--- config.mk ---
export PLATFORM = sky130hd
export DESIGN_NAME = tecfd_top
export DESIGN_NICKNAME = d
export VERILOG_FILES = /design/src/design/tecfd_pkg.sv /design/src/design/tecfd_ctr_if.sv /design/src/design/tecfd_counter.sv /design/src/design/tecfd_top.sv
export SDC_FILE = /design/constraint.sdc
export NUM_CORES = 1
export LEC_CHECK = 0
export BUFFER_PORTS_ARGS = -buffer_cell sky130_fd_sc_hd__buf_2
export CAP_MARGIN = 20
export CORE_MARGIN = 8
export CORE_UTILIZATION = 52
export CTS_BUF_LIST = sky130_fd_sc_hd__clkbuf_16
export DETAILED_ROUTE_END_ITERATION = 6
export GPL_ROUTABILITY_DRIVEN = 0
export HOLD_SLACK_MARGIN = 0.02
export PLACE_DENSITY_LB_ADDON = 0.2
export SYNTH_ARGS = -nofsm -noshare
export SYNTH_HDL_FRONTEND = slang
export SYNTH_SLANG_ARGS = --single-unit
--- constraint.sdc ---
create_clock -name clock_in -period 2.1 [get_ports clock_in]
set_input_delay 0.63 -clock clock_in [delete_from_list [all_inputs] [get_ports clock_in]]
set_output_delay 0.63 -clock clock_in [all_outputs]
set_load 0.01 [all_outputs]
--- src/design/tecfd_pkg.sv ---
// Purpose: constants and types for the dual timer/event counter with frequency divider
// Assumes: 100 MHz clock_in, Avalon-MM register slave with 32-bit words
// Notes: registers hold narrow data in the low bits, upper bits read as zero
// Contract
// (RULE1) Control bit 4 runs or stops counter
// (RULE2) Timer mode increments once per internal clock
// (RULE3) Overflow raises request, reloads, keeps counting
// (RULE4) Interrupt passes only when enable bit set
// (RULE5) Narrow bits 7:6 choose counting mode
// (RULE6) Event counting bypasses the prescaler
// (RULE7) Edge select 0 rising, 1 falling
// (RULE8) Event counting continues powered down, wakes
// (RULE9) Narrow prescaled clock; wide sub or div4
// (RULE10) Pulse mode armed, waits for active edge
// (RULE11) Pulse start/stop edges; stop clears enable
// (RULE12) Timer/event modes never self-clear enable
// (RULE13) After pulse, hold count, ignore pin
// (RULE14) Pulse mode reacts to transitions only
// (RULE15) Divider output toggles on each overflow
// (RULE16) Divider source chosen by select bit
// (RULE17) Divider disabled leaves pin plain I/O
// (RULE18) Divider reaches pin only as output
// (RULE19) Port data bit gates divider output
// (RULE20) Prescale 000 /1, 001 /2, 010 /4
// (RULE21) Prescale 011..111 divide 8 to 128
// (RULE22) Source select 0 narrow, 1 wide
// (RULE23) Preload loads at once only when stopped
// (RULE24) Overflow at 8-bit or 16-bit all ones
// (RULE25) Inputs two-stage synchronised, edge detected
package tecfd_pkg;
    localparam logic [3:0] ADDR_NARROW_CTRL = 4'h0;
    localparam logic [3:0] ADDR_NARROW_PRELOAD = 4'h1;
    localparam logic [3:0] ADDR_NARROW_COUNT = 4'h2;
    localparam logic [3:0] ADDR_WIDE_CTRL = 4'h3;
    localparam logic [3:0] ADDR_WIDE_PRELOAD = 4'h4;
    localparam logic [3:0] ADDR_WIDE_COUNT = 4'h5;
    localparam logic [3:0] ADDR_INT_CTRL = 4'h6;
    localparam logic [3:0] ADDR_MISC = 4'h7;
    localparam logic [3:0] ADDR_PORT_A = 4'h8;
    localparam logic [3:0] ADDR_POWER = 4'h9;
    localparam int MODE_HI_BIT = 7;
    localparam int MODE_LO_BIT = 6;
    localparam int WIDE_CLK_SEL_BIT = 5;
    localparam int ENABLE_BIT = 4;
    localparam int EDGE_BIT = 3;
    localparam int INT_NARROW_EN_BIT = 0;
    localparam int INT_WIDE_EN_BIT = 1;
    localparam int INT_NARROW_REQ_BIT = 2;
    localparam int INT_WIDE_REQ_BIT = 3;
    localparam int MISC_FD_EN_BIT = 0;
    localparam int MISC_FD_SEL_BIT = 1;
    localparam int PORT_BIT5 = 5;
    localparam logic [7:0] NARROW_CTRL_RESET = 8'h08;
    localparam logic [7:0] WIDE_CTRL_RESET = 8'h08;
    localparam logic [7:0] NARROW_CTRL_MASK = 8'hdf;
    localparam logic [7:0] WIDE_CTRL_MASK = 8'hf8;
    localparam logic [7:0] NARROW_FULL = 8'hff;
    localparam logic [15:0] WIDE_FULL = 16'hffff;
    localparam logic [1:0] MODE_EVENT_CMP = 2'b00;
    localparam logic [1:0] MODE_EVENT_PIN = 2'b01;
    localparam logic [1:0] MODE_TIMER = 2'b10;
    localparam logic [1:0] MODE_PULSE = 2'b11;
    localparam logic [1:0] SYS_DIV4_COUNT = 2'h3;
    localparam int SUB_CLK_HZ = 32768;
    localparam int CLK_HZ = 100000000;
    localparam int SUB_DIV_CYCLES = CLK_HZ / SUB_CLK_HZ;
    typedef enum logic [2:0] {
        TECFD_IDLE = 3'b001,
        TECFD_RUN = 3'b010,
        TECFD_ARMED = 3'b100
    } tecfd_state_e;
endpackage

--- src/design/tecfd_ctr_if.sv ---
// Purpose: connection between top level and one counter unit
// Assumes: single clock domain
// Notes: control fields are decoded in the top level
`timescale 1ns/1ps
`default_nettype none
interface tecfd_ctr_if;
    logic [1:0] mode;
    logic enable;
    logic edge_sel;
    logic tick;
    logic ev_src;
    logic pin_src;
    logic [15:0] preload;
    logic preload_wr;
    logic [15:0] count;
    logic overflow;
    logic stop_clr;
    modport top (output mode, enable, edge_sel, tick, ev_src, pin_src, preload, preload_wr,
                 input count, overflow, stop_clr);
    modport unit (input mode, enable, edge_sel, tick, ev_src, pin_src, preload, preload_wr,
                  output count, overflow, stop_clr);
endinterface
`default_nettype wire

--- src/design/tecfd_counter.sv ---
// Purpose: one timer/event counter unit, width set by parameter
// Assumes: sources already synchronised; tick is a one-cycle enable
// Notes: count reads back zero-extended to 16 bits
`timescale 1ns/1ps
`default_nettype none
module tecfd_counter #(
    parameter int WIDTH = 8
) (
    input wire logic clock_in,          // system clock
    input wire logic sys_rst_in,        // synchronous reset
    tecfd_ctr_if.unit bus               // control and status
);
    typedef struct packed {
        logic [WIDTH-1:0] count;
        logic ev_q;
        logic pin_q;
        logic ovf;
        logic stop;
        tecfd_pkg::tecfd_state_e st;
    } tecfd_cnt_s;
    tecfd_cnt_s s_q, s_d;
    logic ev_rise, ev_fall, pin_rise, pin_fall, step, ev_hit, start_hit, stop_hit;
    logic [WIDTH-1:0] full, pre;
    always_comb begin
        full = {WIDTH{1'b1}};
        pre = bus.preload[WIDTH-1:0];
        ev_rise = bus.ev_src & ~s_q.ev_q;  // RULE25
        ev_fall = ~bus.ev_src & s_q.ev_q;
        pin_rise = bus.pin_src & ~s_q.pin_q;
        pin_fall = ~bus.pin_src & s_q.pin_q;
        ev_hit = bus.edge_sel ? ev_fall : ev_rise;  // RULE7
        start_hit = bus.edge_sel ? pin_rise : pin_fall;  // RULE11 RULE14
        stop_hit = bus.edge_sel ? pin_fall : pin_rise;
        s_d = s_q;
        s_d.ev_q = bus.ev_src;
        s_d.pin_q = bus.pin_src;
        s_d.ovf = 1'b0;
        s_d.stop = 1'b0;
        step = 1'b0;
        case (s_q.st)
            tecfd_pkg::TECFD_IDLE: begin
                if (bus.enable && !s_q.stop) begin  // RULE1
                    s_d.st = (bus.mode == tecfd_pkg::MODE_PULSE) ? tecfd_pkg::TECFD_ARMED : tecfd_pkg::TECFD_RUN;  // RULE10
                end
            end
            tecfd_pkg::TECFD_ARMED: begin
                if (!bus.enable || bus.mode != tecfd_pkg::MODE_PULSE) begin
                    s_d.st = tecfd_pkg::TECFD_IDLE;
                end else if (start_hit) begin
                    s_d.st = tecfd_pkg::TECFD_RUN;
                end
            end
            tecfd_pkg::TECFD_RUN: begin
                if (!bus.enable) begin  // RULE1 RULE13
                    s_d.st = tecfd_pkg::TECFD_IDLE;
                end else if (bus.mode == tecfd_pkg::MODE_PULSE) begin
                    if (stop_hit) begin
                        s_d.st = tecfd_pkg::TECFD_IDLE;
                        s_d.stop = 1'b1;  // RULE11
                    end else begin
                        step = bus.tick;  // RULE9
                    end
                end else if (bus.mode == tecfd_pkg::MODE_TIMER) begin
                    step = bus.tick;  // RULE2 RULE9 RULE12
                end else begin
                    step = ev_hit;  // RULE6 RULE8 RULE12
                end
            end
            default: begin
                s_d.st = tecfd_pkg::TECFD_IDLE;
            end
        endcase
        if (step) begin
            if (s_q.count == full) begin  // RULE24
                s_d.count = pre;  // RULE3
                s_d.ovf = 1'b1;
            end else begin
                s_d.count = s_q.count + 1'b1;
            end
        end
        // Writes while running are kept in the preload and wait for the reload
        if (bus.preload_wr && s_q.st == tecfd_pkg::TECFD_IDLE && !bus.enable) begin
            s_d.count = pre;  // RULE23
        end
        if (sys_rst_in) begin
            s_d = '0;
            s_d.st = tecfd_pkg::TECFD_IDLE;
        end
    end
    always_ff @(posedge clock_in) begin
        s_q <= s_d;
    end
    assign bus.count = 16'(s_q.count);
    assign bus.overflow = s_q.ovf;
    assign bus.stop_clr = s_q.stop;
endmodule
`default_nettype wire

--- src/design/tecfd_top.sv ---
// Purpose: two timer/event counters with a frequency divider output, Avalon-MM slave
// Assumes: pins arrive raw and are synchronised here; one 100 MHz clock
// Notes: one read or write completes in two cycles; waitrequest low in the second
//
// The Avalon-MM interface to the registers and the register offsets were decided locally.
`timescale 1ns/1ps
`default_nettype none
module tecfd_top (
    input wire logic clock_in,                 // system clock
    input wire logic sys_rst_in,               // synchronous reset, high
    input wire logic [3:0] avs_address_in,     // word address
    input wire logic avs_read_in,              // read request
    input wire logic avs_write_in,             // write request
    input wire logic [31:0] avs_writedata_in,  // write data
    input wire logic [3:0] avs_byteenable_in,  // byte lanes
    output logic [31:0] avs_readdata_out,      // read data
    output logic avs_waitrequest_out,          // stall
    input wire logic comparator_one_output_in, // narrow event source
    input wire logic comparator_two_output_in, // wide event source
    input wire logic narrow_count_input_pin_in,// narrow pin
    input wire logic wide_count_input_pin_in,  // wide pin
    input wire logic port_a_bit5_pin_in,       // shared pin level
    output logic freq_divider_output_out,      // shared pin drive
    output logic freq_divider_output_oe_out,   // shared pin enable
    output logic narrow_irq_out,               // narrow interrupt
    output logic wide_irq_out,                 // wide interrupt
    output logic wakeup_out                    // wake-up pulse
);
    typedef struct packed {
        logic [7:0] nctl;
        logic [7:0] wctl;
        logic [7:0] npre;
        logic [15:0] wpre;
        logic [3:0] intc;
        logic [1:0] misc;
        logic pdir5;
        logic pdat5;
        logic pdown;
        logic [6:0] psc;
        logic [1:0] div4;
        logic [11:0] subc;
        logic fd;
        logic [31:0] rdata;
        logic ack;
        logic [4:0] s1;
        logic [4:0] s2;
        logic pin5;
        logic nirq;
        logic wirq;
        logic wake;
        logic pout;
        logic poe;
        logic nwr;
        logic wwr;
    } tecfd_top_s;
    tecfd_top_s r_q, r_d;
    tecfd_ctr_if nif();
    tecfd_ctr_if wif();
    logic [6:0] psc_next;
    logic ntick, sub_tick, sysdiv_tick, wr, rd, ovf_sel, nreq, wreq;
    logic [7:0] ctl_w;
    logic [15:0] pre_w;
    tecfd_counter #(.WIDTH(8)) u_narrow (
        .clock_in(clock_in),
        .sys_rst_in(sys_rst_in),
        .bus(nif)
    );
    tecfd_counter #(.WIDTH(16)) u_wide (
        .clock_in(clock_in),
        .sys_rst_in(sys_rst_in),
        .bus(wif)
    );
    assign nif.mode = r_q.nctl[tecfd_pkg::MODE_HI_BIT:tecfd_pkg::MODE_LO_BIT];  // RULE5
    assign nif.enable = r_q.nctl[tecfd_pkg::ENABLE_BIT];
    assign nif.edge_sel = r_q.nctl[tecfd_pkg::EDGE_BIT];
    assign nif.tick = ntick;
    assign nif.ev_src = (nif.mode == tecfd_pkg::MODE_EVENT_CMP) ? r_q.s2[0] : r_q.s2[2];
    assign nif.pin_src = r_q.s2[2];
    assign nif.preload = {8'h00, r_q.npre};
    assign nif.preload_wr = r_q.nwr;
    assign wif.mode = r_q.wctl[tecfd_pkg::MODE_HI_BIT:tecfd_pkg::MODE_LO_BIT];
    assign wif.enable = r_q.wctl[tecfd_pkg::ENABLE_BIT];
    assign wif.edge_sel = r_q.wctl[tecfd_pkg::EDGE_BIT];
    assign wif.tick = r_q.wctl[tecfd_pkg::WIDE_CLK_SEL_BIT] ? sub_tick : sysdiv_tick;  // RULE9
    assign wif.ev_src = (wif.mode == tecfd_pkg::MODE_EVENT_CMP) ? r_q.s2[1] : r_q.s2[3];
    assign wif.pin_src = r_q.s2[3];
    assign wif.preload = r_q.wpre;
    assign wif.preload_wr = r_q.wwr;
    always_comb begin
        r_d = r_q;
        psc_next = r_q.psc + 7'h01;
        // Each rate pulses when all lower prescaler bits roll over together
        case (r_q.nctl[2:0])  // RULE20 RULE21
            3'h0: ntick = 1'b1;
            3'h1: ntick = r_q.psc[0];
            3'h2: ntick = &r_q.psc[1:0];
            3'h3: ntick = &r_q.psc[2:0];
            3'h4: ntick = &r_q.psc[3:0];
            3'h5: ntick = &r_q.psc[4:0];
            3'h6: ntick = &r_q.psc[5:0];
            default: ntick = &r_q.psc[6:0];
        endcase
        sysdiv_tick = (r_q.div4 == tecfd_pkg::SYS_DIV4_COUNT);
        sub_tick = (r_q.subc == 12'(tecfd_pkg::SUB_DIV_CYCLES - 1));
        r_d.psc = psc_next;
        r_d.div4 = r_q.div4 + 2'h1;
        r_d.subc = sub_tick ? 12'h000 : r_q.subc + 12'h001;
        r_d.s1 = {port_a_bit5_pin_in, wide_count_input_pin_in, narrow_count_input_pin_in,
                  comparator_two_output_in, comparator_one_output_in};  // RULE25
        r_d.s2 = r_q.s1;
        r_d.pin5 = r_q.s2[4];
        r_d.nwr = 1'b0;
        r_d.wwr = 1'b0;
        wr = avs_write_in && r_q.ack;
        rd = avs_read_in && !r_q.ack;
        r_d.ack = rd || (avs_write_in && !r_q.ack);
        ctl_w = avs_writedata_in[7:0];
        pre_w = avs_writedata_in[15:0];
        if (wr && avs_byteenable_in[0]) begin
            if (avs_address_in == tecfd_pkg::ADDR_NARROW_CTRL) begin
                r_d.nctl = ctl_w & tecfd_pkg::NARROW_CTRL_MASK;
            end else if (avs_address_in == tecfd_pkg::ADDR_NARROW_PRELOAD) begin
                r_d.npre = ctl_w;
                r_d.nwr = 1'b1;
            end else if (avs_address_in == tecfd_pkg::ADDR_WIDE_CTRL) begin
                r_d.wctl = ctl_w & tecfd_pkg::WIDE_CTRL_MASK;
            end else if (avs_address_in == tecfd_pkg::ADDR_WIDE_PRELOAD) begin
                r_d.wpre[7:0] = pre_w[7:0];
                r_d.wwr = 1'b1;
            end else if (avs_address_in == tecfd_pkg::ADDR_INT_CTRL) begin
                r_d.intc = ctl_w[3:0];
            end else if (avs_address_in == tecfd_pkg::ADDR_MISC) begin
                r_d.misc = ctl_w[1:0];
            end else if (avs_address_in == tecfd_pkg::ADDR_PORT_A) begin
                r_d.pdat5 = ctl_w[0];
                r_d.pdir5 = ctl_w[1];
            end else if (avs_address_in == tecfd_pkg::ADDR_POWER) begin
                r_d.pdown = ctl_w[0];
            end
        end
        if (wr && avs_byteenable_in[1] && avs_address_in == tecfd_pkg::ADDR_WIDE_PRELOAD) begin
            r_d.wpre[15:8] = pre_w[15:8];
            r_d.wwr = 1'b1;
        end
        if (nif.stop_clr) begin
            r_d.nctl[tecfd_pkg::ENABLE_BIT] = 1'b0;  // RULE11
        end
        if (wif.stop_clr) begin
            r_d.wctl[tecfd_pkg::ENABLE_BIT] = 1'b0;
        end
        // Hardware set beats a same-cycle software clear
        if (nif.overflow) begin
            r_d.intc[tecfd_pkg::INT_NARROW_REQ_BIT] = 1'b1;  // RULE3
        end
        if (wif.overflow) begin
            r_d.intc[tecfd_pkg::INT_WIDE_REQ_BIT] = 1'b1;
        end
        nreq = r_d.intc[tecfd_pkg::INT_NARROW_REQ_BIT];
        wreq = r_d.intc[tecfd_pkg::INT_WIDE_REQ_BIT];
        r_d.nirq = nreq && r_d.intc[tecfd_pkg::INT_NARROW_EN_BIT];  // RULE4
        r_d.wirq = wreq && r_d.intc[tecfd_pkg::INT_WIDE_EN_BIT];
        r_d.wake = r_q.pdown && (nif.overflow || wif.overflow);  // RULE8
        ovf_sel = r_q.misc[tecfd_pkg::MISC_FD_SEL_BIT] ? wif.overflow : nif.overflow;  // RULE16 RULE22
        if (ovf_sel) begin
            r_d.fd = ~r_q.fd;  // RULE15
        end
        r_d.poe = r_q.pdir5;  // RULE18
        if (r_q.misc[tecfd_pkg::MISC_FD_EN_BIT]) begin
            r_d.pout = r_q.pdat5 & r_q.fd;  // RULE19
        end else begin
            r_d.pout = r_q.pdat5;  // RULE17
        end
        r_d.rdata = 32'h0000_0000;
        if (rd) begin
            if (avs_address_in == tecfd_pkg::ADDR_NARROW_CTRL) begin
                r_d.rdata[7:0] = r_q.nctl;
            end else if (avs_address_in == tecfd_pkg::ADDR_NARROW_PRELOAD) begin
                r_d.rdata[7:0] = r_q.npre;
            end else if (avs_address_in == tecfd_pkg::ADDR_NARROW_COUNT) begin
                r_d.rdata[15:0] = nif.count;
            end else if (avs_address_in == tecfd_pkg::ADDR_WIDE_CTRL) begin
                r_d.rdata[7:0] = r_q.wctl;
            end else if (avs_address_in == tecfd_pkg::ADDR_WIDE_PRELOAD) begin
                r_d.rdata[15:0] = r_q.wpre;
            end else if (avs_address_in == tecfd_pkg::ADDR_WIDE_COUNT) begin
                r_d.rdata[15:0] = wif.count;
            end else if (avs_address_in == tecfd_pkg::ADDR_INT_CTRL) begin
                r_d.rdata[3:0] = r_q.intc;
            end else if (avs_address_in == tecfd_pkg::ADDR_MISC) begin
                r_d.rdata[1:0] = r_q.misc;
            end else if (avs_address_in == tecfd_pkg::ADDR_PORT_A) begin
                r_d.rdata[2:0] = {r_q.pin5, r_q.pdir5, r_q.pdat5};
            end else if (avs_address_in == tecfd_pkg::ADDR_POWER) begin
                r_d.rdata[0] = r_q.pdown;
            end
        end
        if (sys_rst_in) begin
            r_d = '0;
            r_d.nctl = tecfd_pkg::NARROW_CTRL_RESET;
            r_d.wctl = tecfd_pkg::WIDE_CTRL_RESET;
        end
    end
    always_ff @(posedge clock_in) begin
        r_q <= r_d;
    end
    assign avs_readdata_out = r_q.rdata;
    assign avs_waitrequest_out = ~r_q.ack;
    assign freq_divider_output_out = r_q.pout;
    assign freq_divider_output_oe_out = r_q.poe;
    assign narrow_irq_out = r_q.nirq;
    assign wide_irq_out = r_q.wirq;
    assign wakeup_out = r_q.wake;
endmodule
`default_nettype wire

* After elaboration in Yosys (flattened, before gate mapping)
Cells that the tools add are included.
** Storage, ports and cells
- Flip-flop bits (word level) :: 156
- Input bits :: 49
- Logic and storage cells :: 259
** Cells by class
- Add/sub/neg operators :: 5
- Equal/unequal tests :: 39
- Multiplexer cells :: 82
- Bitwise gates (word level) :: 36
- Reduce and logical (&&, ||, !) cells :: 55
** Operators with widths (count)
- $mux 16 :: 5
- $mux 8 :: 7
- $mux 9 :: 5
- $mux 3 :: 14
- $mux 1 :: 38
- $not 1->1 :: 27
- $pmux 3 s3 :: 2
- $add 16x1->16 const B :: 1
- $eq 16x16->1 const B :: 1
- $eq 4x3->1 const B :: 4
- $mux 4 :: 4
- $reduce_and 4->1 :: 4
- $eq 3x3->1 const B :: 5
- $logic_and 1x1->1 :: 15
- $reduce_and 7->1 :: 2
- $add 12x1->12 const B :: 1
- $eq 12x12->1 const B :: 1
- $eq 3x2->1 const B :: 4
- $mux 12 :: 1
- $ne 3x2->1 const B :: 4
- $reduce_or 2->1 :: 6
- $eq 2x2->1 const B :: 5
- $reduce_and 5->1 :: 2
- $and 1x1->1 :: 9
- 28 further kinds :: 50

* Longest topological paths before layout
- Depth in word-level cells :: 12
- Gate-level depth with buffers :: 10

* Cells and area by module
A second synthesis with hierarchy kept.
** Second synthesis, totals
- Cell total of the unflattened synthesis :: 836
- Area, all modules :: 7303.3 sq um
** Modules (own cells, without submodules)
- tecfd_top :: instances 1, cells an instance 510, area an instance 4675.7 sq um, sequential area each 2042.0 sq um
- tecfd_counter at u_wide :: instances 1, cells an instance 192, area an instance 1551.5 sq um, sequential area each 460.4 sq um
- tecfd_counter at u_narrow :: instances 1, cells an instance 134, area an instance 1076.0 sq um, sequential area each 300.3 sq um

* Worst setup path before layout
OpenSTA, ideal clock, no wires.
- Path type :: register to register
- From :: reg r_q[66] (netlist name)
- To :: reg u_narrow.s_q, in the netlist u_narrow.bus.count[5]
- Library setup time :: 0.132 ns
- Arrival :: 2.216 ns
- Data required time :: 1.968 ns
- Path slack :: -0.249 ns
- Cell stages (with the launch flop) :: 11
- Path through :: dfxtp_1 -> ha_1 -> and3_1 -> ha_1 -> mux2_2 -> o221ai_1 -> nor3_1 -> or4_1 -> buf_4 -> mux2i_1 -> a21oi_1
** On the way
- Word-level cells in the longest chain between the ends :: 7
- Elaborated cells between the ends (all ways) :: 13
** RTL lines
- from (decl) :: RTL line tecfd_top.sv:56 : tecfd_top_s r_q, r_d;
- from (signal assigned) :: RTL line tecfd_top.sv:204 : r_q <= r_d;
- $reduce_and 7->1 (tied with other cells) :: RTL line tecfd_top.sv:101 : default: ntick = &r_q.psc[6:0];
- $pmux 1 s7 * :: RTL line tecfd_top.sv:93 : case (r_q.nctl[2:0])
- $mux 1, on equally long branches :: RTL line tecfd_counter.sv:63, tecfd_counter.sv:57
- $mux 1 * :: RTL line tecfd_counter.sv:56 : end else if (bus.mode == tecfd_pkg::MODE_PULSE) begin
- $mux 1 * :: RTL line tecfd_counter.sv:54 : if (!bus.enable) begin
- $mux 1 * :: RTL line tecfd_counter.sv:40 : case (s_q.st)
- $reduce_bool 2->1 (no line) *
- to (signal assigned) :: RTL line tecfd_counter.sv:91 : s_q <= s_d;
- to (decl) :: RTL line tecfd_counter.sv:21 : tecfd_cnt_s s_q, s_d;
Every way passes the cells marked *; elsewhere a longest branch is shown, timed or not.
A chain may end at the register's enable or synchronous reset.

* Worst setup path in the final report
- From :: reg r_q[67] (netlist name)
- To :: reg u_narrow.s_q, in the netlist u_narrow.bus.count[5]
The elaborated chain is that of the path after synthesis.

==> summary.md <==
The flow ran to the end, but the final reports show violations. The checks that failed: negative setup slack. The sequential cell fraction of total power is 0.425, and the full die area is 16800 sq um.

The top cell type by total area after synthesis is sky130_fd_sc_hd__dfxtp_1. Leaving out filler cells and counting taps, the final layout contains 1078. The violation count after the first detailed-routing iteration is 456, and the number of buffer and inverter stages on the critical path is 1.

Once detailed placement completed, the half-perimeter wirelength came to 13000 um. The clock share of power came out at 0.517. The die is 130 um wide. In the post-synthesis netlist, the biggest area contributors are sky130_fd_sc_hd__dfxtp_1 42%, sky130_fd_sc_hd__mux2i_1 5.8%, sky130_fd_sc_hd__nor2_1 4.7%.

The quantity of hold-fixing buffers added after cts is 0, and the proportion of netlist area held by the largest area contributor is 0.418. The quantity of I/O buffers inserted on ports was 52; the clock network latency to the later pin of the worst-skew pair was 420 ps. In the synthesized netlist, the cells that appear most often are 140 x sky130_fd_sc_hd__dfxtp_1, 84 x sky130_fd_sc_hd__nor2_1, 76 x sky130_fd_sc_hd__nand2_1, 54 x sky130_fd_sc_hd__a21oi_1, 39 x sky130_fd_sc_hd__mux2i_1. The number of clock sinks seen by CTS was 140; the area overhead of the layout relative to synthesis was 27.3%. Worst path arrival time: 2550 ps.

After detailed placement, the design holds a cell count of 1040. IR analysis of the VDD net gives a maximum drop of 561 uV. Counting every instance in the synthesized netlist gives 783. The highest-delay cell along the critical path is sky130_fd_sc_hd__or4_4. For the worst setup path, the data required time is 2400 ps.

87 I/O pins were placed. The switching power as a share of total power is 0.214, and the initial core utilization is 0.531. The H-tree was split into 4 levels. The hold violation total from the final report was 0.

In the final timing run, aggregate negative setup slack is -1020 ps. Synthesis inferred 140 register bits. Counting flops with a built-in enable in the synthesized netlist gives 0.

The placed instances occupy a cell area of 7610 sq um. The Yosys step of the flow raised 0 warnings. The run gives 0 as the count of unresolved DRC violations after routing. The run gives 5868 as the number of global-route vias before repair.

The overall track demand over capacity in global routing is 0.215, and the remaining number of nets flagged by the antenna check after routing is 0. Commonest register cell after synthesis: sky130_fd_sc_hd__dfxtp_1. Clock transition time at the flip-flop clock pins of the worst setup and hold paths: 60 ps. The tools report the root buffer selected by CTS as sky130_fd_sc_hd__clkbuf_16. TritonCTS built the clock tree. The analysis attributes to cell leakage a power of 3.32 nW.

The tightest min-delay check is of the in2reg type. The via count of the routed design came out at 6146. Transition at the pin with the smallest max-transition slack: 548 ps. Relative contribution of combinational cells to total power: 0.058. The mapped netlist covers 6700 sq um. The power per unit of standard cell area was 755 nW/um^2.

The number of nets in the layout is 951, and the post-route cell area is 8530 sq um. In this design, the stage delay of the slowest critical-path cell is 430 ps. The die height works out to 130 um.

The type of element capturing the critical path was a register. Setup repair after global routing could not meet its margin everywhere. Wires add up to 18100 um.

The run gives 0.418 as the share of the yosys chip area belonging to registers. The tools report the internal portion of total power as 5.06 mW. Static timing analysis puts the maximum clock frequency at 0.444 GHz. The final clock period utilization by the worst path is 1.07, and the maximum number of pins on one net before global-route repair is 58.

The relative slew slack was 0.632; the proportion of synthesized flip-flops having asynchronous set or reset was 0. The core utilization of the finished layout came out at 0.676. The final critical path time including I/O delays and setup is 2250 ps. Most frequently used cell type in the post-synthesis netlist: sky130_fd_sc_hd__dfxtp_1. By startpoint and endpoint, the worst setup path is classified as reg2reg.

For the power dissipated by switching net loads, the log shows 1.38 mW. The family with the most delay on the worst path is simple AND/OR/NAND/NOR gates. The tools report the least setup slack across all paths after layout as -151 ps.

The first-pass GRT wire length was 28500 um; the worst clock skew was 7.98 ps. Dividing the detail-routed via count by the number of cells gives 5.70. The share of layout cells above drive strength 1 is 0.252.

The count of maximum capacitance violations is 0. The run gives 0 as the final max-slew violation count. Walking the worst path, the cells encountered are ha_2, and3_4, ha_4, mux2_4, o221ai_4, nor3_4, or4_4, buf_6, mux2i_1, a21oi_1. The worst setup path is launched from a register. The number of detailed-route iterations in the first pass is 5. The maximum fanout along the worst path is 5. After detailed routing, the average wire length per cell comes to 16.8 um. The average instance in the mapped netlist occupies 8.56 sq um. The total area inside the core boundary comes to 12600 sq um. Setup violations remaining at the end of the flow were counted as 12. In this run the deepest clock path goes through 2 buffers. The remaining global-route overflow was 0; the number of antenna violations at the first check in global routing was 0. CTS buffer count: 17. The number of antenna diodes in the final layout is 0. The initialized floorplan defines 41 standard-cell rows. Synthesis instantiated 75 different standard cells from the library.
[state kept, by name, indices dropped and copies added, names as in the netlist, 2 cells and up]
name and cells:
r_q 50, wif.preload 16, nif.preload 8, u_wide.s_q 5, u_narrow.bus.count 8, u_wide.bus.count 16, u_narrow.s_q 5, nif.mode 2
avs_readdata_out 16
[cell usage in the layout (no fill, tap or decap), drive strengths merged, types with 8 or more instances in the layout]
cell | synthesis | final
a21oi | 54 | 54
a22oi | 13 | 13
buf | 41 | 144
clkbuf | 27 | 17
conb | 1 | 16
dfxtp | 140 | 140
ha | 9 | 9
inv | 22 | 25
mux2i | 39 | 39
nand2 | 76 | 76
nand2b | 14 | 14
nand3 | 24 | 24
nand4 | 12 | 12
nor2 | 85 | 85
nor2b | 28 | 28
nor3 | 28 | 28
nor4 | 8 | 8
o21ai | 19 | 19
o32ai | 10 | 10
or3 | 10 | 10
xor2 | 8 | 8
[final timing paths]
path,from,to,slack [ps],cells after the start
min reg2reg,r_q[64]$_SDFF_PP0_,r_q[64]$_SDFF_PP0_,430,1
max reg2reg,r_q[67]$_SDFF_PP0_,u_narrow.bus.count[5]$_SDFFE_PP0P_,-150,10
min,comparator_one_output_in,r_q[13]$_SDFF_PP0_,420,2
max,r_q[67]$_SDFF_PP0_,u_narrow.bus.count[5]$_SDFFE_PP0P_,-150,10
[through the flow]
step / hold WS (ps) / power (mW) / worst slack (ps)
2_1_floorplan: 397 / 3.02 / -95.6
3_3_place_gp: 409 / 3.13 / -129
3_5_place_dp: 412 / 3.15 / -179
4_1_cts: 406 / 6.47 / -159
5_1_grt: 412 / 6.64 / -229
6_report: 421 / 6.43 / -151
[repair_timing]
action	4_1_cts	5_1_grt
cloned	1	1
setup endpoints to repair	9	25
pin swaps	3	12
hold endpoints to repair	0	0
setup buffers	0	4
resized for setup	6	44
[power by group through the flow]
stage          Combinational [mW]  Sequential (mW)  Clock, mW
2_1_floorplan               0.237             2.78          0
3_3_place_gp                0.348             2.79          0
3_5_place_dp                0.361             2.79          0
4_1_cts                     0.365             2.73       3.37
5_1_grt                     0.403             2.74       3.50
6_report                    0.372             2.73       3.33
[area by class of cell]
class	count	area, sq um
fillers	1038	4090
multi-input cells	567	3700
flip-flops and latches	140	2810
repair buffers	144	1060
clock buffers	17	425
clock inverters	15	230
well taps	172	215
inverters	23	86.3
[worst register-to-register path: cells and delay by family, from the launching register on]
| kind | cells | cell delay, ps |
|---|---|---|
| multiplexers | 2 | 390 |
| AO/OA/AOI/OAI | 2 | 280 |
| AND/OR/NAND/NOR | 3 | 670 |
| flip-flops | 1 | 320 |
| buffers and inverters | 1 | 160 |
| adder cells (fa/ha/maj) | 2 | 310 |
[layer usage]
metal  part of all wire  up-vias  global-route usage
met4              0.027        0               0.110
met2               0.51      185               0.374
met5                  0        -                   0
met3              0.049       35              0.0481
li1                   -     2964                   -
met1               0.41     2962               0.242
[cell families after synthesis]
kind of cell    count (synthesis)  synth area share
other cells                     1          0.000560
compound gates                158             0.161
mux                            46            0.0700
flops                         140             0.418
xor+xnor                       15            0.0196
simple gates                  323             0.242
fa+ha+maj                       9            0.0168
buf+inv                        91            0.0719
Note: power is estimated with default switching activity, not from simulation.
